--- src/irq_wake_pkg.sv ---
// Purpose: Shared constants and types for the interrupt wake and return block
// Assumes: APB register access, 32-bit data, one clock domain (pclk)
// Notes:   Register offsets are byte addresses; each register is one word
`default_nettype none

package irq_wake_pkg;

    // ----------------------------------------------------------------
    // Sizes
    // ----------------------------------------------------------------
    localparam int NSRC        = 8;   // Individual request sources
    localparam int NGRP        = 2;   // Grouped (multi-function) requests
    localparam int NDIRECT     = 4;   // Sources with a vector of their own
    localparam int NVEC        = 6;   // Direct vectors followed by group vectors
    localparam int VEC_W       = 3;
    localparam int PC_W        = 16;
    localparam int STACK_DEPTH = 16;
    localparam int SP_W        = 5;
    localparam int SA_W        = 4;
    localparam int ADDR_W      = 8;
    localparam int EVT_W       = 4;

    // ----------------------------------------------------------------
    // Register offsets
    // ----------------------------------------------------------------
    localparam logic [ADDR_W-1:0] OFS_CTRL     = 8'h00;
    localparam logic [ADDR_W-1:0] OFS_ENABLE   = 8'h04;
    localparam logic [ADDR_W-1:0] OFS_FLAGS    = 8'h08;
    localparam logic [ADDR_W-1:0] OFS_FLAG_SET = 8'h0C;
    localparam logic [ADDR_W-1:0] OFS_STACK    = 8'h10;
    localparam logic [ADDR_W-1:0] OFS_EVT      = 8'h14;
    localparam logic [ADDR_W-1:0] OFS_EVT_MASK = 8'h18;

    // ----------------------------------------------------------------
    // Field positions
    // ----------------------------------------------------------------
    localparam int CTRL_GIE_BIT   = 0;
    localparam int FLAGS_GRP_LSB  = 8;
    localparam int STACK_FULL_BIT = 8;
    localparam int EVT_WAKE       = 0;   // A request flag rose
    localparam int EVT_SERVICE    = 1;   // A vectored call was taken
    localparam int EVT_OVERFLOW   = 2;   // Push refused, stack full
    localparam int EVT_UNDERFLOW  = 3;   // Return refused, stack empty

    // ----------------------------------------------------------------
    // Values after reset and group membership
    // ----------------------------------------------------------------
    localparam logic            GIE_RST    = 1'b0;
    localparam logic [NVEC-1:0] ENABLE_RST = 6'h00;
    localparam logic [EVT_W-1:0] MASK_RST  = 4'h0;
    localparam logic [NGRP-1:0][NSRC-1:0] GRP_MEMBERS = {8'hC0, 8'h30};

    // ----------------------------------------------------------------
    // Carriers
    // ----------------------------------------------------------------
    // Commands from the core sequencer, one operation per cycle
    typedef struct packed {
        logic            take;   // Core enters the presented vector
        logic            push;   // Plain subroutine call
        logic            ret;    // Plain return
        logic            return_from_interrupt;   // Return from interrupt
        logic [PC_W-1:0] pc;     // Address to stack on take or push
    } core_cmd_t;

    // Vector presented to the core
    typedef struct packed {
        logic             valid;
        logic [VEC_W-1:0] idx;
    } vec_req_t;

endpackage

`default_nettype wire

--- src/irq_stack_mem.sv ---
// Purpose: Return address store for the hardware stack
// Assumes: One write or one read per cycle, chosen by the owner
// Notes:   Read data come from a register and hold until the next read
`timescale 1ns/1ps
`default_nettype none

module irq_stack_mem (
    input  wire logic                            pclk,
    input  wire logic                            presetn,
    input  wire logic                            we,
    input  wire logic [irq_wake_pkg::SA_W-1:0]   waddr,
    input  wire logic [irq_wake_pkg::PC_W-1:0]   wdata,
    input  wire logic                            re,
    input  wire logic [irq_wake_pkg::SA_W-1:0]   raddr,
    output logic      [irq_wake_pkg::PC_W-1:0]   rdata_r
);

    logic [irq_wake_pkg::PC_W-1:0] mem [irq_wake_pkg::STACK_DEPTH];

    // Storage array, no reset needed
    always_ff @(posedge pclk) begin
        if (we) begin
            mem[waddr] <= wdata;
        end
    end

    // Registered read port
    always_ff @(posedge pclk or negedge presetn) begin
        if (!presetn) begin
            rdata_r <= 16'h0000;
        end else if (re) begin
            rdata_r <= mem[raddr];
        end
    end

endmodule // irq_stack_mem

`default_nettype wire

--- src/irq_wake_return.sv ---
// Purpose: Request flags, wake-up, vectored call and return control
// Assumes: pclk is the always-on low-speed clock; it runs while the core is halted
// Notes:   Source inputs are pin-level and pass a three-stage synchroniser
//
// Chosen here: the register addresses and the APB interface to the registers.
`timescale 1ns/1ps
`default_nettype none

module irq_wake_return (
    input  wire logic                                pclk,
    input  wire logic                                presetn,
    // APB slave
    input  wire logic                                psel,
    input  wire logic                                penable,
    input  wire logic                                pwrite,
    input  wire logic [irq_wake_pkg::ADDR_W-1:0]     paddr,
    input  wire logic [31:0]                         pwdata,
    output logic      [31:0]                         prdata,
    output logic                                     pready,
    output logic                                     pslverr,
    // Peripheral request sources (asynchronous levels)
    input  wire logic [irq_wake_pkg::NSRC-1:0]       src_req,
    // Core sequencer
    input  wire irq_wake_pkg::core_cmd_t             core_cmd,
    output irq_wake_pkg::vec_req_t                   vec_req,
    output logic                                     ret_valid,
    output logic      [irq_wake_pkg::PC_W-1:0]       ret_addr,
    output logic                                     global_irq_enable,
    // System
    output logic                                     wake,
    output logic                                     irq
);

    // ----------------------------------------------------------------
    // Functions
    // ----------------------------------------------------------------
    // Lowest numbered set bit wins
    function automatic logic [irq_wake_pkg::VEC_W-1:0] pick_lowest(
        input logic [irq_wake_pkg::NVEC-1:0] v);
        logic [irq_wake_pkg::VEC_W-1:0] r;
        r = 3'h0;
        for (int i = irq_wake_pkg::NVEC - 1; i >= 0; i--) begin
            if (v[i]) begin
                r = 3'(i);
            end
        end
        return r;
    endfunction

    localparam int NFLAG = irq_wake_pkg::NSRC + irq_wake_pkg::NGRP;

    // ----------------------------------------------------------------
    // Declarations
    // ----------------------------------------------------------------
    logic [irq_wake_pkg::NSRC-1:0]  s1_r, s2_r, s3_r, stable_r, stable_prev_r;
    logic [irq_wake_pkg::NSRC-1:0]  src_flag_r, src_flag_nxt;
    logic [irq_wake_pkg::NGRP-1:0]  grp_flag_r, grp_flag_nxt;
    logic [NFLAG-1:0]               flag_prev_r, flag_rise;
    logic [irq_wake_pkg::NSRC-1:0]  src_event, sw_set_src, sw_clr_src, svc_clr_src;
    logic [irq_wake_pkg::NGRP-1:0]  grp_set, sw_set_grp, sw_clr_grp, svc_clr_grp;
    logic [irq_wake_pkg::NVEC-1:0]  enable_r, vec_flags, eligible;
    logic [irq_wake_pkg::SP_W-1:0]  sp_r;
    logic                           gie_r, stack_full, stack_empty, mem_we;
    logic                           take_go, push_go, pop_go, return_from_interrupt_go, ovf_evt, unf_evt;
    logic [irq_wake_pkg::SA_W-1:0]  mem_waddr, mem_raddr;
    logic [irq_wake_pkg::PC_W-1:0]  mem_wdata;
    logic [irq_wake_pkg::EVT_W-1:0] evt_r, evt_nxt, evt_set, mask_r;
    logic                           pready_r, pslverr_r, irq_r, wake_r, ret_valid_r;
    logic [31:0]                    prdata_r, rd_mux;
    logic                           rd_hit;
    logic                           apb_setup, apb_access, apb_wr, apb_rd;
    irq_wake_pkg::vec_req_t         vec_req_r;

    // ----------------------------------------------------------------
    // APB handshake
    // ----------------------------------------------------------------
    // Setup samples the address; the access phase is one cycle long
    assign apb_setup  = psel & ~penable & ~pready_r;
    assign apb_access = psel & penable & pready_r;
    assign apb_wr     = apb_access & pwrite;
    assign apb_rd     = apb_access & ~pwrite;

    // Read multiplexer, evaluated during setup
    always_comb begin
        rd_mux = 32'h0000_0000;
        rd_hit = 1'b1;
        case (paddr)
            irq_wake_pkg::OFS_CTRL: rd_mux[irq_wake_pkg::CTRL_GIE_BIT] = gie_r;
            irq_wake_pkg::OFS_ENABLE: rd_mux[irq_wake_pkg::NVEC-1:0] = enable_r;
            irq_wake_pkg::OFS_FLAGS: begin
                rd_mux[irq_wake_pkg::NSRC-1:0] = src_flag_r;
                rd_mux[irq_wake_pkg::FLAGS_GRP_LSB +: irq_wake_pkg::NGRP] = grp_flag_r;
            end
            irq_wake_pkg::OFS_FLAG_SET: rd_mux = 32'h0000_0000;
            irq_wake_pkg::OFS_STACK: begin
                rd_mux[irq_wake_pkg::SP_W-1:0]        = sp_r;
                rd_mux[irq_wake_pkg::STACK_FULL_BIT]  = stack_full;
            end
            irq_wake_pkg::OFS_EVT: rd_mux[irq_wake_pkg::EVT_W-1:0] = evt_r;
            irq_wake_pkg::OFS_EVT_MASK: rd_mux[irq_wake_pkg::EVT_W-1:0] = mask_r;
            default: rd_hit = 1'b0;
        endcase
    end

    // Answer registers: ready, data and error come from flops
    always_ff @(posedge pclk or negedge presetn) begin
        if (!presetn) begin
            pready_r  <= 1'b0;
            pslverr_r <= 1'b0;
            prdata_r  <= 32'h0000_0000;
        end else begin
            pready_r  <= apb_setup;
            pslverr_r <= apb_setup & ~rd_hit;
            if (apb_setup) begin
                prdata_r <= pwrite ? 32'h0000_0000 : rd_mux;
            end
        end
    end

    // Software decoded strobes
    assign sw_clr_src = (apb_wr && paddr == irq_wake_pkg::OFS_FLAGS) ?
                        pwdata[irq_wake_pkg::NSRC-1:0] : 8'h00;
    assign sw_clr_grp = (apb_wr && paddr == irq_wake_pkg::OFS_FLAGS) ?
                        pwdata[irq_wake_pkg::FLAGS_GRP_LSB +: irq_wake_pkg::NGRP] : 2'h0;
    assign sw_set_src = (apb_wr && paddr == irq_wake_pkg::OFS_FLAG_SET) ?
                        pwdata[irq_wake_pkg::NSRC-1:0] : 8'h00;
    assign sw_set_grp = (apb_wr && paddr == irq_wake_pkg::OFS_FLAG_SET) ?
                        pwdata[irq_wake_pkg::FLAGS_GRP_LSB +: irq_wake_pkg::NGRP] : 2'h0;

    // Enable and mask registers
    always_ff @(posedge pclk or negedge presetn) begin
        if (!presetn) begin
            enable_r <= irq_wake_pkg::ENABLE_RST;
            mask_r   <= irq_wake_pkg::MASK_RST;
        end else if (apb_wr) begin
            if (paddr == irq_wake_pkg::OFS_ENABLE) begin
                enable_r <= pwdata[irq_wake_pkg::NVEC-1:0];
            end
            if (paddr == irq_wake_pkg::OFS_EVT_MASK) begin
                mask_r <= pwdata[irq_wake_pkg::EVT_W-1:0];
            end
        end
    end

    // ----------------------------------------------------------------
    // Source synchroniser
    // ----------------------------------------------------------------
    // Three stages; a level is accepted once stages two and three agree
    always_ff @(posedge pclk or negedge presetn) begin
        if (!presetn) begin
            s1_r          <= 8'h00;
            s2_r          <= 8'h00;
            s3_r          <= 8'h00;
            stable_r      <= 8'h00;
            stable_prev_r <= 8'h00;
        end else begin
            s1_r          <= src_req;
            s2_r          <= s1_r;
            s3_r          <= s2_r;
            stable_r      <= (s2_r & s3_r) | (stable_r & (s2_r | s3_r));
            stable_prev_r <= stable_r;
        end
    end

    assign src_event = stable_r & ~stable_prev_r;

    // ----------------------------------------------------------------
    // Request flags
    // ----------------------------------------------------------------
    // One-clock-earlier compare
    assign flag_rise = {grp_flag_r, src_flag_r} & ~flag_prev_r;

    always_comb begin
        for (int g = 0; g < irq_wake_pkg::NGRP; g++) begin
            grp_set[g] = |(flag_rise[irq_wake_pkg::NSRC-1:0] & irq_wake_pkg::GRP_MEMBERS[g]);
        end
    end

    // Flags latch; set wins over clear
    assign src_flag_nxt = (src_flag_r & ~sw_clr_src & ~svc_clr_src) | src_event | sw_set_src;
    assign grp_flag_nxt = (grp_flag_r & ~sw_clr_grp & ~svc_clr_grp) | grp_set | sw_set_grp;

    // Flag storage and the previous-value copy
    always_ff @(posedge pclk or negedge presetn) begin
        if (!presetn) begin
            src_flag_r  <= 8'h00;
            grp_flag_r  <= 2'h0;
            flag_prev_r <= 10'h000;
        end else begin
            src_flag_r  <= src_flag_nxt;
            grp_flag_r  <= grp_flag_nxt;
            flag_prev_r <= {grp_flag_r, src_flag_r};
        end
    end

    // ----------------------------------------------------------------
    // Wake-up
    // ----------------------------------------------------------------
    // Rise of any flag, enables not consulted
    always_ff @(posedge pclk or negedge presetn) begin
        if (!presetn) begin
            wake_r <= 1'b0;
        end else begin
            wake_r <= |flag_rise;
        end
    end

    // ----------------------------------------------------------------
    // Vector selection
    // ----------------------------------------------------------------
    assign vec_flags   = {grp_flag_r, src_flag_r[irq_wake_pkg::NDIRECT-1:0]};
    assign eligible    = vec_flags & enable_r;
    assign stack_full  = (sp_r == 5'(irq_wake_pkg::STACK_DEPTH));
    assign stack_empty = (sp_r == 5'h00);

    // Enabled, pending and room on the stack
    always_ff @(posedge pclk or negedge presetn) begin
        if (!presetn) begin
            vec_req_r <= '0;
        end else begin
            vec_req_r.valid <= gie_r & (|eligible) & ~stack_full & ~take_go;
            vec_req_r.idx   <= pick_lowest(eligible);
        end
    end

    // ----------------------------------------------------------------
    // Stack operations
    // ----------------------------------------------------------------
    // One operation per cycle: take, then push, then return
    assign take_go = core_cmd.take & vec_req_r.valid;
    assign push_go = ~take_go & core_cmd.push & ~stack_full;
    assign pop_go  = ~take_go & ~core_cmd.push & (core_cmd.ret | core_cmd.return_from_interrupt) & ~stack_empty;
    assign return_from_interrupt_go = pop_go & core_cmd.return_from_interrupt;
    assign ovf_evt = ~take_go & core_cmd.push & stack_full;
    assign unf_evt = ~take_go & ~core_cmd.push & (core_cmd.ret | core_cmd.return_from_interrupt) & stack_empty;

    // Only the program counter is stacked
    assign mem_we    = take_go | push_go;
    assign mem_wdata = core_cmd.pc;
    assign mem_waddr = sp_r[irq_wake_pkg::SA_W-1:0];
    assign mem_raddr = 4'(sp_r - 5'h01);

    // Service clears only the vector's own flag
    always_comb begin
        svc_clr_src = 8'h00;
        svc_clr_grp = 2'h0;
        if (take_go) begin
            if (vec_req_r.idx < 3'(irq_wake_pkg::NDIRECT)) begin
                svc_clr_src[vec_req_r.idx] = 1'b1;
            end else begin
                svc_clr_grp[1'(vec_req_r.idx - 3'(irq_wake_pkg::NDIRECT))] = 1'b1;
            end
        end
    end

    // Stack pointer
    always_ff @(posedge pclk or negedge presetn) begin
        if (!presetn) begin
            sp_r <= 5'h00;
        end else if (mem_we) begin
            sp_r <= sp_r + 5'h01;
        end else if (pop_go) begin
            sp_r <= sp_r - 5'h01;
        end
    end

    // Return strobe, aligned with the registered read data
    always_ff @(posedge pclk or negedge presetn) begin
        if (!presetn) begin
            ret_valid_r <= 1'b0;
        end else begin
            ret_valid_r <= pop_go;
        end
    end

    irq_stack_mem u_stack (
        .pclk    (pclk),
        .presetn (presetn),
        .we      (mem_we),
        .waddr   (mem_waddr),
        .wdata   (mem_wdata),
        .re      (pop_go),
        .raddr   (mem_raddr),
        .rdata_r (ret_addr)
    );

    // ----------------------------------------------------------------
    // Global interrupt enable
    // ----------------------------------------------------------------
    // Cleared on service; set by interrupt return
    // A plain return leaves it untouched
    always_ff @(posedge pclk or negedge presetn) begin
        if (!presetn) begin
            gie_r <= irq_wake_pkg::GIE_RST;
        end else if (return_from_interrupt_go) begin
            gie_r <= 1'b1;
        end else if (take_go) begin
            gie_r <= 1'b0;
        end else if (apb_wr && paddr == irq_wake_pkg::OFS_CTRL) begin
            gie_r <= pwdata[irq_wake_pkg::CTRL_GIE_BIT];
        end
    end

    // ----------------------------------------------------------------
    // Event status and interrupt line
    // ----------------------------------------------------------------
    // Sticky events; a read clears only what it returned, a new event wins
    always_comb begin
        evt_set = 4'h0;
        evt_set[irq_wake_pkg::EVT_WAKE]      = |flag_rise;
        evt_set[irq_wake_pkg::EVT_SERVICE]   = take_go;
        evt_set[irq_wake_pkg::EVT_OVERFLOW]  = ovf_evt;
        evt_set[irq_wake_pkg::EVT_UNDERFLOW] = unf_evt;
        evt_nxt = evt_r;
        if (apb_rd && paddr == irq_wake_pkg::OFS_EVT) begin
            evt_nxt = evt_r & ~prdata_r[irq_wake_pkg::EVT_W-1:0];
        end
        evt_nxt = evt_nxt | evt_set;
    end

    // Event register and level interrupt
    always_ff @(posedge pclk or negedge presetn) begin
        if (!presetn) begin
            evt_r <= 4'h0;
            irq_r <= 1'b0;
        end else begin
            evt_r <= evt_nxt;
            irq_r <= |(evt_r & mask_r);
        end
    end

    // ----------------------------------------------------------------
    // Outputs
    // ----------------------------------------------------------------
    assign prdata            = prdata_r;
    assign pready            = pready_r;
    assign pslverr           = pslverr_r;
    assign vec_req           = vec_req_r;
    assign ret_valid         = ret_valid_r;
    assign global_irq_enable = gie_r;
    assign wake              = wake_r;
    assign irq               = irq_r;

endmodule // irq_wake_return

`default_nettype wire

--- config.mk ---
export PLATFORM = sky130hd
export DESIGN_NAME = irq_wake_return
export DESIGN_NICKNAME = d
export VERILOG_FILES = /design/src/irq_wake_pkg.sv /design/src/irq_stack_mem.sv /design/src/irq_wake_return.sv
export SDC_FILE = /design/constraint.sdc
export NUM_CORES = 1
export LEC_CHECK = 0
export BUFFER_PORTS_ARGS = -buffer_cell sky130_fd_sc_hd__buf_2
export CORE_MARGIN = 8
export CORE_UTILIZATION = 45
export CTS_BUF_LIST = sky130_fd_sc_hd__clkbuf_4 sky130_fd_sc_hd__clkbuf_8 sky130_fd_sc_hd__clkbuf_16
export CTS_CLUSTER_DIAMETER = 120
export DETAILED_ROUTE_END_ITERATION = 8
export SLEW_MARGIN = 20
export SYNTH_ARGS = -nofsm -noshare
export SYNTH_HDL_FRONTEND = slang
export SYNTH_SLANG_ARGS = --single-unit
--- constraint.sdc ---
create_clock -name pclk -period 5.95 [get_ports pclk]
set_input_delay 0.2975 -clock pclk [delete_from_list [all_inputs] [get_ports pclk]]
set_output_delay 0.2975 -clock pclk [all_outputs]
set_load 0.02 [all_outputs]
# After elaboration in Yosys (flattened, before gate mapping)
# Memories as Yosys holds them, arrays and structs flattened. A register that Yosys moved wholly into a read port is not among the register bits.
# Cells that the tools add are included.
# W data, S select, Z words.
[totals] ff_bits=121 latch_bits=0 ram_bits=256 romBits=0 in_bits=73 output_inout_bits=58 mem_count=1
[classes] add_sub_neg=3 multipliers=0 div=0 order_cmp=5 n_eq_ne=7 n_shift=0 mux=35 bitwise=54 n_reduce_logical=19
[memory_table] name="u_stack.mem" depth=16 word_bits=16 read_ports=1 rd_clocked_by_memory_dff=1 write_ports=1 line_no="irq_stack_mem.sv:18" source="logic [irq_wake_pkg::PC_W-1:0] mem [irq_wake_pkg::STACK_DEPTH];"
[ops] operator="$and A8 B8 Y8" count=5
[ops] operator="$mux W8" count=4
[ops] operator="$or A8 B8 Y8" count=4
[ops] operator="$eq A8 B5 Y1 const B" count=3
[ops] operator="$not A8 Y8" count=3
[ops] operator="$and A1 B1 Y1" count=19
[ops] operator="$mux W3" count=6
[ops] operator="$eq A8 B4 Y1 const B" count=2
[ops] operator="$pmux W3 S5" count=1
[ops] operator="$and A10 B10 Y10" count=1
[ops] operator="$mux W10" count=1
[ops] operator="$mux W2" count=5
[ops] operator="$mux W5" count=2
[ops] operator="$not A10 Y10" count=1
[ops] operator="$reduce_or A10 Y1" count=1
[ops] operator="$mux W1" count=9
[ops] operator="$and A4 B4 Y4" count=2
[ops] operator="$eq A8 B3 Y1 const B" count=1
[ops] operator="$logic_not A8 Y1" count=1
[ops] operator="$not A1 Y1" count=8
[ops] operator="$reduce_or A7 Y1" count=1
[ops] operator="$and A6 B6 Y6" count=1
[ops] operator="$logic_and A1 B1 Y1" count=6
[ops] operator="$pmux W1 S6" count=1
[ops] operator="other kinds (28)" count=35

# Longest topological paths before layout
# Gate-level depths: netlist (run 1).
[depth] depth_word=11 depth_mapped=11 ltp_nobuf=7

# By module
# From an unflattened synthesis (run 1), not the netlist that was laid out.
[unflattened] cells_unflattened=781 area_unflattened_um2=14542.7
[by_module_without_submodules] mod="irq_stack_mem" instances=1 cells_per_inst=452 area_each_um2=10457.5 seq_area_each_um2=8087.8
[by_module_without_submodules] mod="irq_wake_return" instances=1 cells_per_inst=329 area_each_um2=4085.2 seq_area_each_um2=2477.4

# Worst setup path before layout (run 1)
# No wires, ideal clock.
[synth_path] path_kind="flip-flop to flip-flop" start="register sp_r[0] in the netlist's numbering" end="memory u_stack.mem[15][0] in the netlist's numbering, enable pin" setup_ns=0.388 arrival_ns=2.879 required_time_ns=5.562 setup_slack_ns=2.683 path_stages_with_launch=10 n_path_buf=3 synth_period_minus_slack_ns=3.267 cell_sequence="dfrtp_1 buf_2 inv_2 buf_1 ha_1 buf_6 nor4bb_1 o21ai_1 nand2_1 nor2_1"
[synth_via] elab_chain_cells=6
[synth_lines] item="start, declared" line_no="irq_wake_return.sv:62" source="logic [irq_wake_pkg::SP_W-1:0] sp_r;"
[synth_lines] item="start signal, assigned" line_no="irq_wake_return.sv:261" source="sp_r <= sp_r + 5'h01;"
[synth_lines] item="start signal, assigned" line_no="irq_wake_return.sv:263" source="sp_r <= sp_r - 5'h01;"
[synth_lines] item="$eq A5 B5 Y1" line_no="irq_wake_return.sv:213" source="assign stack_full = (sp_r == 5'(irq_wake_pkg::STACK_DEPTH));"
[synth_lines] item="$not A1 Y1" line_no="irq_wake_return.sv:231" source="assign push_go = ~take_go & core_cmd.push & ~stack_full;"
[synth_lines] item="$and A1 B1 Y1" line_no="irq_wake_return.sv:231"
[synth_lines] item="$or A1 B1 Y1" line_no="irq_wake_return.sv:238" source="assign mem_we = take_go | push_go;"
[synth_lines] item="$mux W1" line_no="irq_stack_mem.sv:22" source="if (we) begin"
[synth_lines] item="$mux W1 (implied by the code)" line_no="irq_stack_mem.sv:23" source="mem[waddr] <= wdata;"
[synth_lines] item="end, declared" line_no="irq_stack_mem.sv:18"
# Parallel ways exist; a longest one is shown, timed or not.

# Final worst setup path (run 1)
[layout_path] start="register sp_r[0] in the netlist's numbering" end="memory u_stack.mem[7][11] in the netlist's numbering, enable pin"
# The elaborated chain is that of the path after synthesis.

==> results of run 1 <==
state kept, by name, indices dropped and copies added, names as in the netlist, 2 cells and up:
| signal | flops |
|---|---|
| enable_r | 6 |
| evt_r | 4 |
| flag_prev_r | 10 |
| grp_flag_r | 2 |
| mask_r | 4 |
| prdata | 10 |
| s1_r | 8 |
| s2_r | 8 |
| s3_r | 8 |
| sp_r | 5 |
| src_flag_r | 8 |
| stable_prev_r | 8 |
| stable_r | 8 |
| u_stack.mem | 256 |
| u_stack.rdata_r | 16 |
| vec_req | 4 |
metal layers:
layer	global-route usage, %	share of wire (%)
met1	24.0	45
met2	26.3	47
met3	3.49	6.0
met4	4.66	2.0
met5	0	0.040
per-stage QoR:
| stage | cells | hold slack (ns) | worst slack, ns | total power [mW] |
|---|---|---|---|---|
| final | 1361 | 0.0156 | 2.42 | 7.77 |
| after global placement | 1279 | 0.335 | 2.49 | 5.43 |
| after floorplan | 822 | 0.00191 | 2.68 | 4.83 |
| after detailed placement | 1279 | 0.336 | 2.36 | 5.44 |
| after CTS | 1361 | 0.000209 | 2.34 | 7.88 |
| after global routing | 1361 | 0.00620 | 2.21 | 8.14 |
area by class of cell:
cell class / instances / area share, %
Multi-Input combinational cell: 375 / 21.9
Tap cell: 402 / 2.99
Sequential cell: 371 / 62.7
Clock inverter: 11 / 0.735
Timing Repair Buffer: 119 / 4.20
Clock buffer: 60 / 6.95
Inverter: 23 / 0.513
power groups by stage:
stage	clock network, mW	logic (mW)	registers (mW)
3_3_place_gp	0	2.23	3.20
4_1_cts	2.47	2.25	3.16
6_report	2.40	2.21	3.15
2_1_floorplan	0	1.62	3.21
3_5_place_dp	0	2.23	3.21
5_1_grt	2.57	2.40	3.18
critical path: cells and delay by family, from the launching register on:
kind	cells	cell delay [ns]
compound gates	1	0.41
fa+ha+maj	1	0.44
buf+inv	2	0.69
flops	1	0.41
simple gates	3	1.32
final timing paths:
| path | cells after the start | startpoint | end |
|---|---|---|---|
| min reg2reg | 0 | s1_r[3] | s2_r[3] |
| max | 7 | sp_r[0] | u_stack.mem[7][11] |
| max reg2reg | 7 | sp_r[0] | u_stack.mem[7][11] |
| max in group asynchronous | 3 | presetn | u_stack.rdata_r[6] |
| min | 3 | core_cmd[16] | global_irq_enable |
| min in group asynchronous | 2 | presetn | stable_r[5] |
cells by family (layout without fill, tap and decap cells):
kind of cell / Yosys count / after routing / synth area share, %
buf+inv: 76 / 213 / 2.81
simple gates: 131 / 131 / 4.66
xor+xnor: 4 / 4 / 0.294
fa+ha+maj: 12 / 12 / 0.898
other cells: 1 / 22 / 0.0259
flops: 371 / 371 / 72.9
compound gates: 109 / 109 / 5.77
mux: 97 / 97 / 12.6
layout by cell type (no fill, tap or decap), types with 6 or more instances in the layout:
cell / count
buf_2: 85
edfxtp_1: 256
nor2_2: 12
nand2b_1: 7
nor2_4: 6
dlygate4sd3_1: 11
buf_4: 23
a22o_1: 6
a22oi_1: 8
dfrtp_1: 114
nand2_1: 62
clkbuf_4: 15
mux2_2: 25
maj3_1: 8
a221o_1: 26
mux4_2: 63
a21oi_1: 27
inv_1: 22
clkbuf_16: 39
conb_1: 22
clkbuf_8: 6
==> results_dict.tcl, run 1 <==
set metrics [dict create \
    yosys_register_bits 371 \
    setup_tns_ns 0 \
    criticalPathCategory "flop to flop" \
    fp.dieArea_um2 38200 \
    synth_top_area_share_pct 53.1 \
    synth-edff-count 256 \
    clk_pin_slew_ns 0.06 \
    tightest_slew_ns 0.889 \
    avgSynthCellArea_um2 18.1 \
    numPortBuffers 86 \
    coreArea_um2 31600 \
    viasPerCell 5.60 \
    clock_sinks 371 \
    synthDistinctLibCells 70 \
    clock_path_buffers 3 \
    fp-row-count 65 \
    vias 7618 \
    cp.arrival_ns 3.79 \
    layout-drive-gt1-share_pct 31.1 \
    drv_cap 0 \
    clock_skew_ns 0.0192 \
    wire_per_inst_um 23.6 \
    die_h_um 195 \
    dp_hpwl_um 19600 \
    nNetsFinal 1006 \
    cts_made_buffers 39 \
    power.leakage_nw 6.19 \
    synthToLayoutAreaGrowth_pct 16.3 \
    synth_area_leader_cell "edfxtp_1" \
    cts_max_level 2 \
    power.density_nw_per_um2 461 \
    fmax_mhz 283 \
    grt_max_degree 59 \
    ys_warn_count 0 \
    setup_viol 0 \
    wl_um 32100 \
    drt_iter0_drc 571 \
    route.detailed.drc 0 \
    io_pins 131 \
    ys_seq_area_share_pct 72.9 \
    swShare_pct 29.1 \
    p_clk_share_pct 30.9 \
    async_reset_ff_share_pct 31.0 \
    post_cts_buffers 0 \
    crit_chain "inv_2 > ha_2 > nor4bb_1 > o21ai_1 > nand2_1 > nor2_2 > buf_4" \
    cp_data_required_time_ns 6.21 \
    yosysMostFrequentCell "edfxtp_1" \
    worstSetupEndpointType "flop" \
    cts_hold_buf 11 \
    utilization_pct 53.2 \
    combPwrFrac_pct 28.5 \
    initial_core_util_pct 45.8 \
    relSlewSlack_pct 39.9 \
    grt-ovfl-total 0 \
    clk_latency_ns 0.53 \
    slowest_delay_ns 0.75 \
    die_x_um 195 \
    critPathLaunchType "flop" \
    n_antenna_cell 0 \
    rsz0062_at_grt "false" \
    hold_viol_final 0 \
    outcome "complete, no violations" \
    power_frac_seq_pct 40.6 \
    seq_area_um2 10600 \
    setup.reg_to_reg.worst_slack_ns 2.42 \
    placed_area_um2 15400 \
    power.internal_mw 5.51 \
    grt_first_pass_wirelength_um 49500 \
    cts_tree "built" \
    ant_nets 0 \
    slew_viol_final 0 \
    synth-main-ff-cell "edfxtp_1" \
    multi_input_area_um2 3680 \
    cts_resized 0 \
    fillCellCount 2515 \
    dr.pass1.iters 4 \
    fin_crit_sh_pct 59.3 \
    design_area_um2 16800 \
    synth_cells 801 \
    synth_area_um2 14500 \
    cp_max_fo 20 \
    p_sw_mw 2.26 \
    synthTopCellsByArea "edfxtp_1, dfrtp_1, mux4_2" \
    grtUsageTotal_pct 16.9 \
    gp_congestion 0.843 \
    grt_pass1_vias 8024 \
    cp_slowest_cell "nor4bb_1" \
    clock-root-buffer "clkbuf_16" \
    fin_crit_ns 3.53 \
    synth_commonest_cells "edfxtp_1, dfrtp_1, mux4_2, nand2_1, a21oi_1" \
    antenna_found_initial 1 \
    peakVddDrop_v 0.000263 \
    hold_class "input pin to flop" \
]
(Power assumes the default switching activity.)
==> run 2, diff against run 1 <==
--- a/config.mk
+++ b/config.mk
@@ -11,6 +11,7 @@
 export CTS_BUF_LIST = sky130_fd_sc_hd__clkbuf_4 sky130_fd_sc_hd__clkbuf_8 sky130_fd_sc_hd__clkbuf_16
 export CTS_CLUSTER_DIAMETER = 120
 export DETAILED_ROUTE_END_ITERATION = 8
+export PLACE_DENSITY = 0.66
 export SLEW_MARGIN = 20
 export SYNTH_ARGS = -nofsm -noshare
 export SYNTH_HDL_FRONTEND = slang
==> constraint.sdc (replaced) <==
create_clock -name pclk -period 3.2 [get_ports pclk]
set_input_delay 0.16 -clock pclk [delete_from_list [all_inputs] [get_ports pclk]]
set_output_delay 0.16 -clock pclk [all_outputs]
set_load 0.02 [all_outputs]
==> run 2 against run 1 <==
Effect of this change: flip-flop and latch count is the same; first-iteration DRC count grew 13%; register-to-register slack lost 1.9 ns; sequential power grew 85%; via count grew 2.8%; core utilization grew 1.3 points; cell count grew 2.8%; highest routed layer is now met4.
==> results_dict.tcl, run 2 (synthesis results as in run 1) <==
set metrics [dict create \
    power.leakage_nw 6.39 \
    antenna_found_initial 0 \
    die_x_um 195 \
    power.internal_mw 10.4 \
    largest_reg_flops 256 \
    grt_max_degree 74 \
    cts_made_buffers 39 \
    dp.cells 1292 \
    critPathLaunchType "flop" \
    placed_area_um2 15600 \
    synthToLayoutAreaGrowth_pct 19.2 \
    fin_cells 1399 \
    layout_setup_ws_ns 0.486 \
    final_common_cell "edfxtp_1" \
    cts_max_level 2 \
    clock_sinks 371 \
    fin_crit_ns 2.71 \
    cts_tree "built" \
    io_pins 131 \
    drv_cap 0 \
    fp-row-count 65 \
    peakVddDrop_v 0.000644 \
    clock_path_buffers 3 \
    p_clk_share_pct 30.4 \
    regMostFlops "u_stack.mem" \
    grt_use_met2_pct 26.8 \
    post-place-ws_ns 0.502 \
    clock-root-buffer "clkbuf_16" \
    use_met3_pct 3.87 \
    wire_per_inst_um 22.8 \
    grt-busiest-layer "met2" \
    n_antenna_cell 0 \
    dr.pass1.iters 5 \
    criticalPathCategory "flop to flop" \
    setup_viol 0 \
    total_power_mw 14.6 \
    vias 7834 \
    viasPerCell 5.60 \
    slew_viol_final 0 \
    drt_iter0_drc 644 \
    die_h_um 195 \
    cp_data_required_time_ns 3.61 \
    power.density_nw_per_um2 845 \
    swShare_pct 29.0 \
    grt_pass1_vias 8131 \
    clock_skew_ns 0.0207 \
    rsz0062_at_grt "false" \
    fp.dieArea_um2 38200 \
    outcome "complete, no violations" \
    clk_pin_slew_ns 0.06 \
    design_area_um2 17300 \
    most-common-layout-cells "edfxtp_1, dfrtp_1, buf_2, mux4_2, nand2_1" \
    hold_class "input pin to flop" \
    wl_um 31900 \
    grtUsageMet1_pct 22.3 \
    grt-ovfl-total 0 \
    cp.arrival_ns 3.12 \
    initial_core_util_pct 45.8 \
    power_frac_seq_pct 40.0 \
    cts_resized 0 \
    p_sw_mw 4.23 \
    grtUsageTotal_pct 16.7 \
    hold_viol_final 0 \
    coreArea_um2 31600 \
    fin_crit_sh_pct 84.8 \
    cp_max_fo 21 \
    ant_nets 0 \
    numPortBuffers 86 \
    fmax_mhz 368 \
    combPwrFrac_pct 29.6 \
    clk_latency_ns 0.54 \
    tightest_slew_ns 0.812 \
    whs_ns 0.0290 \
    dp_hpwl_um 19400 \
    worstSetupEndpointType "flop" \
    grt_first_pass_wirelength_um 49100 \
    gp_congestion 0.877 \
    route.detailed.drc 0 \
    reg_top3 "u_stack.mem: 256 flops, u_stack.rdata_r: 16 flops" \
    utilization_pct 54.6 \
    nNetsFinal 1046 \
    relSlewSlack_pct 45.9 \
    setup_tns_ns 0 \
    layout-drive-gt1-share_pct 31.2 \
]
## run 2: changes by cell type in the layout (fill, tap and decap cells not counted), sizes merged
cell,delta
dlygate4sd3,+27
buf,+13
clkbuf,-2
clkinv,-2
clkinvlp,+1
inv,+1
## run 2: final cells by class
cell class	instances	area, um^2
Fill cell	2478	14400
Sequential cell	371	10600
Multi-Input combinational cell	375	3680
Timing Repair Buffer	159	1150
Clock buffer	58	1150
Tap cell	402	503
Clock inverter	11	130
Inverter	23	86.3
## run 2: worst max-delay path: stages (launching register included)
cell,delay [ns]
dfrtp_1,0.38
inv_1,0.11
ha_2,0.35
xor2_4,0.20
buf_4,0.40
mux4_2,0.54
mux2_2,0.28
a221o_1,0.32
## run 2: power groups by stage
stage | clock [mW] | combinational, mW | sequential (mW)
after global routing | 4.72 | 4.64 | 5.87
after CTS | 4.54 | 4.39 | 5.83
after global placement | 0 | 4.27 | 5.91
after floorplan | 0 | 3.02 | 5.97
final | 4.44 | 4.32 | 5.83
after detailed placement | 0 | 4.34 | 5.92
## run 2: layer usage
layer	routed length (um)	share of wire (%)
met1	13900	44
met2	14900	47
met4	858	2.7
met3	2200	6.9
met5	0	0
## run 2: worst paths after layout
kind | startpoint | end | slack, ns | cells after the start
max in group asynchronous | presetn | stable_r[6] | 2.25 | 3
max reg2reg | sp_r[1] | u_stack.rdata_r[6] | 0.49 | 7
min in group asynchronous | presetn | s2_r[1] | 0.26 | 2
min reg2reg | s1_r[4] | s2_r[4] | 0.34 | 0
min | core_cmd[9] | u_stack.mem[13][9] | 0.03 | 1
max | sp_r[1] | u_stack.rdata_r[6] | 0.49 | 7
## run 2: repair_timing
item / in CTS / in global routing
buffers inserted: 0 / 0
hold endpoints to repair: 302 / 0
hold buffers: 38 / 0
==> run 3, diff against run 2 <==
--- a/config.mk
+++ b/config.mk
@@ -11,7 +11,6 @@
 export CTS_BUF_LIST = sky130_fd_sc_hd__clkbuf_4 sky130_fd_sc_hd__clkbuf_8 sky130_fd_sc_hd__clkbuf_16
 export CTS_CLUSTER_DIAMETER = 120
 export DETAILED_ROUTE_END_ITERATION = 8
-export PLACE_DENSITY = 0.66
 export SLEW_MARGIN = 20
 export SYNTH_ARGS = -nofsm -noshare
 export SYNTH_HDL_FRONTEND = slang
==> constraint.sdc (replaced) <==
create_clock -name pclk -period 2.5 [get_ports pclk]
set_input_delay 0.125 -clock pclk [delete_from_list [all_inputs] [get_ports pclk]]
set_output_delay 0.125 -clock pclk [all_outputs]
set_load 0.02 [all_outputs]
==> run 3 against run 2 <==
Effect of this change: global-route usage is 0.90 points higher; highest routed layer unchanged; via count is 1.2% higher; combinational power is 41% higher; non-clock buffer count is 19 higher; sequential share of layout area is 1.9 points lower; critical endpoint is now u_stack.rdata_r[8]; power is 35% higher; maximum frequency is 12% higher; first-iteration DRC count is 4.2% lower; clock skew is 0.0058 ns lower.
==> results_dict.tcl, run 3 (synthesis results as in run 1) <==
set metrics [dict create \
    holdPathStages 3 \
    fp-row-count 65 \
    worstSetupEndpointType "flop" \
    grt_max_degree 45 \
    slew_viol_final 0 \
    nNetsFinal 1066 \
    wl_um 33400 \
    ant_nets 0 \
    numPortBuffers 86 \
    multi_input_area_um2 3800 \
    hold_class "input pin to flop" \
    viasPerCell 5.57 \
    die_h_um 195 \
    criticalPathCategory "flop to flop" \
    grt-ovfl-total 0 \
    hold_viol_final 0 \
    layout-drive-gt1-share_pct 32.8 \
    seq_area_um2 10600 \
    clk_latency_ns 0.53 \
    tightest_slew_ns 1.02 \
    vias 7925 \
    die_x_um 195 \
    fin_crit_ns 2.43 \
    outcome "complete, no violations" \
    total_power_mw 19.7 \
    cp.arrival_ns 2.84 \
    setup_viol 0 \
    final_common_cell "edfxtp_1" \
    dp_hpwl_um 20800 \
    cts_max_level 2 \
    cts_tree "built" \
    gp_congestion 0.802 \
    clock-root-buffer "clkbuf_16" \
    fin_crit_sh_pct 97.3 \
    fin_cells 1424 \
    cp_max_fo 17 \
    design_area_um2 17800 \
    critical_path.startpoint "sp_r[0]" \
    utilization_pct 56.3 \
    reg_top3 "u_stack.mem: 256 flops, u_stack.rdata_r: 16 flops" \
    cts_made_buffers 40 \
    clock_sinks 371 \
    coreArea_um2 31600 \
    critPathLaunchType "flop" \
    grt_pass1_vias 8324 \
    most-common-layout-cells "edfxtp_1, dfrtp_1, buf_2, mux4_2, nand2_1" \
    clk_pin_slew_ns 0.06 \
    hold_start "core_cmd[19]" \
    setup.reg_to_reg.worst_slack_ns 0.07 \
    route.detailed.drc 0 \
    cp_data_required_time_ns 2.91 \
    clock_skew_ns 0.0149 \
    grt_first_pass_wirelength_um 51400 \
    dp.cells 1310 \
    grtUsageTotal_pct 17.6 \
    reg2reg_depth 7 \
    antenna_found_initial 1 \
    cp_slowest_cell "mux4_2" \
    whs_ns 0.0324 \
    slowest_delay_ns 0.52 \
    drv_cap 0 \
    placed_area_um2 16000 \
    r2r-end "u_stack.rdata_r[8]" \
    power.density_nw_per_um2 1110 \
    dr.pass1.iters 5 \
    fillCellCount 2452 \
    largest_reg_flops 256 \
    relSlewSlack_pct 31.8 \
    drt_iter0_drc 617 \
    reg2reg_from "sp_r[0]" \
    rsz0062_at_grt "false" \
    hold_path_end "evt_r[1]" \
    crit_chain "inv_8 > ha_4 > xor2_4 > buf_12 > mux4_2 > mux2_2 > a221o_1" \
    fp.dieArea_um2 38200 \
    wire_per_inst_um 23.5 \
    clock_path_buffers 3 \
    peakVddDrop_v 0.000701 \
    regMostFlops "u_stack.mem" \
    io_pins 131 \
    initial_core_util_pct 45.8 \
    power.leakage_nw 6.63 \
    fmax_mhz 411 \
    synthToLayoutAreaGrowth_pct 23.0 \
]
run 3: area by class of cell:
class | instances | share of cell area [%]
flip-flops and latches | 371 | 59.3
multi-input cells | 375 | 21.3
repair buffers | 178 | 8.05
clock buffers | 59 | 7.00
well taps | 402 | 2.82
clock inverters | 15 | 0.934
inverters | 23 | 0.527
diodes | 1 | 0.0140
run 3: stage by stage:
stage	worst slack [ns]	setup TNS (ns)
after detailed placement	0.0554	0
after floorplan	-0.221	-14.10
after CTS	0.0578	0
after global routing	0.00599	0
after global placement	0.0721	0
final	0.0673	0
run 3: worst max-delay path by stage:
stage / slack, ns / end / cells after the start
CTS: 0.06 / u_stack.rdata_r[8] / 7
global route: 0.006 / u_stack.rdata_r[6] / 7
finish: 0.07 / u_stack.rdata_r[8] / 7
floorplan: -0.22 / u_stack.rdata_r[1] / 11
global placement: 0.07 / u_stack.rdata_r[7] / 7
detailed placement: 0.06 / u_stack.rdata_r[9] / 7
run 3: metal layers:
metal	part of all wire, %	GRT usage (%)	vias up
li1	-	-	3509
met1	45	24.3	4128
met2	47	27.8	230
met3	5.2	3.49	58
met4	2.5	5.67	0
met5	0	0	-
run 3: timing repair:
item,4_1_cts,5_1_grt
endpoints found under the hold margin,328,0
setup buffers,0,0
hold buffers,39,0
setup endpoints to repair,0,0
gates resized for setup,0,0
run 3: critical path, delay by kind of cell (launching register included):
kind	cells	cell delay, ns
adders and majority gates	1	0.15
xor gates and xnor gates	1	0.29
muxes	2	0.80
buffers and inverters	2	0.29
AOI/OAI and AO/OA	1	0.33
DFF	1	0.46
run 3: power breakdown:
group,internal (mW),leakage (nW),switching [mW]
Clock,3.78,0.711,2.34
Combinational,3.01,2.25,3.08
Sequential,7.19,3.67,0.284
Total,14.0,6.63,5.71
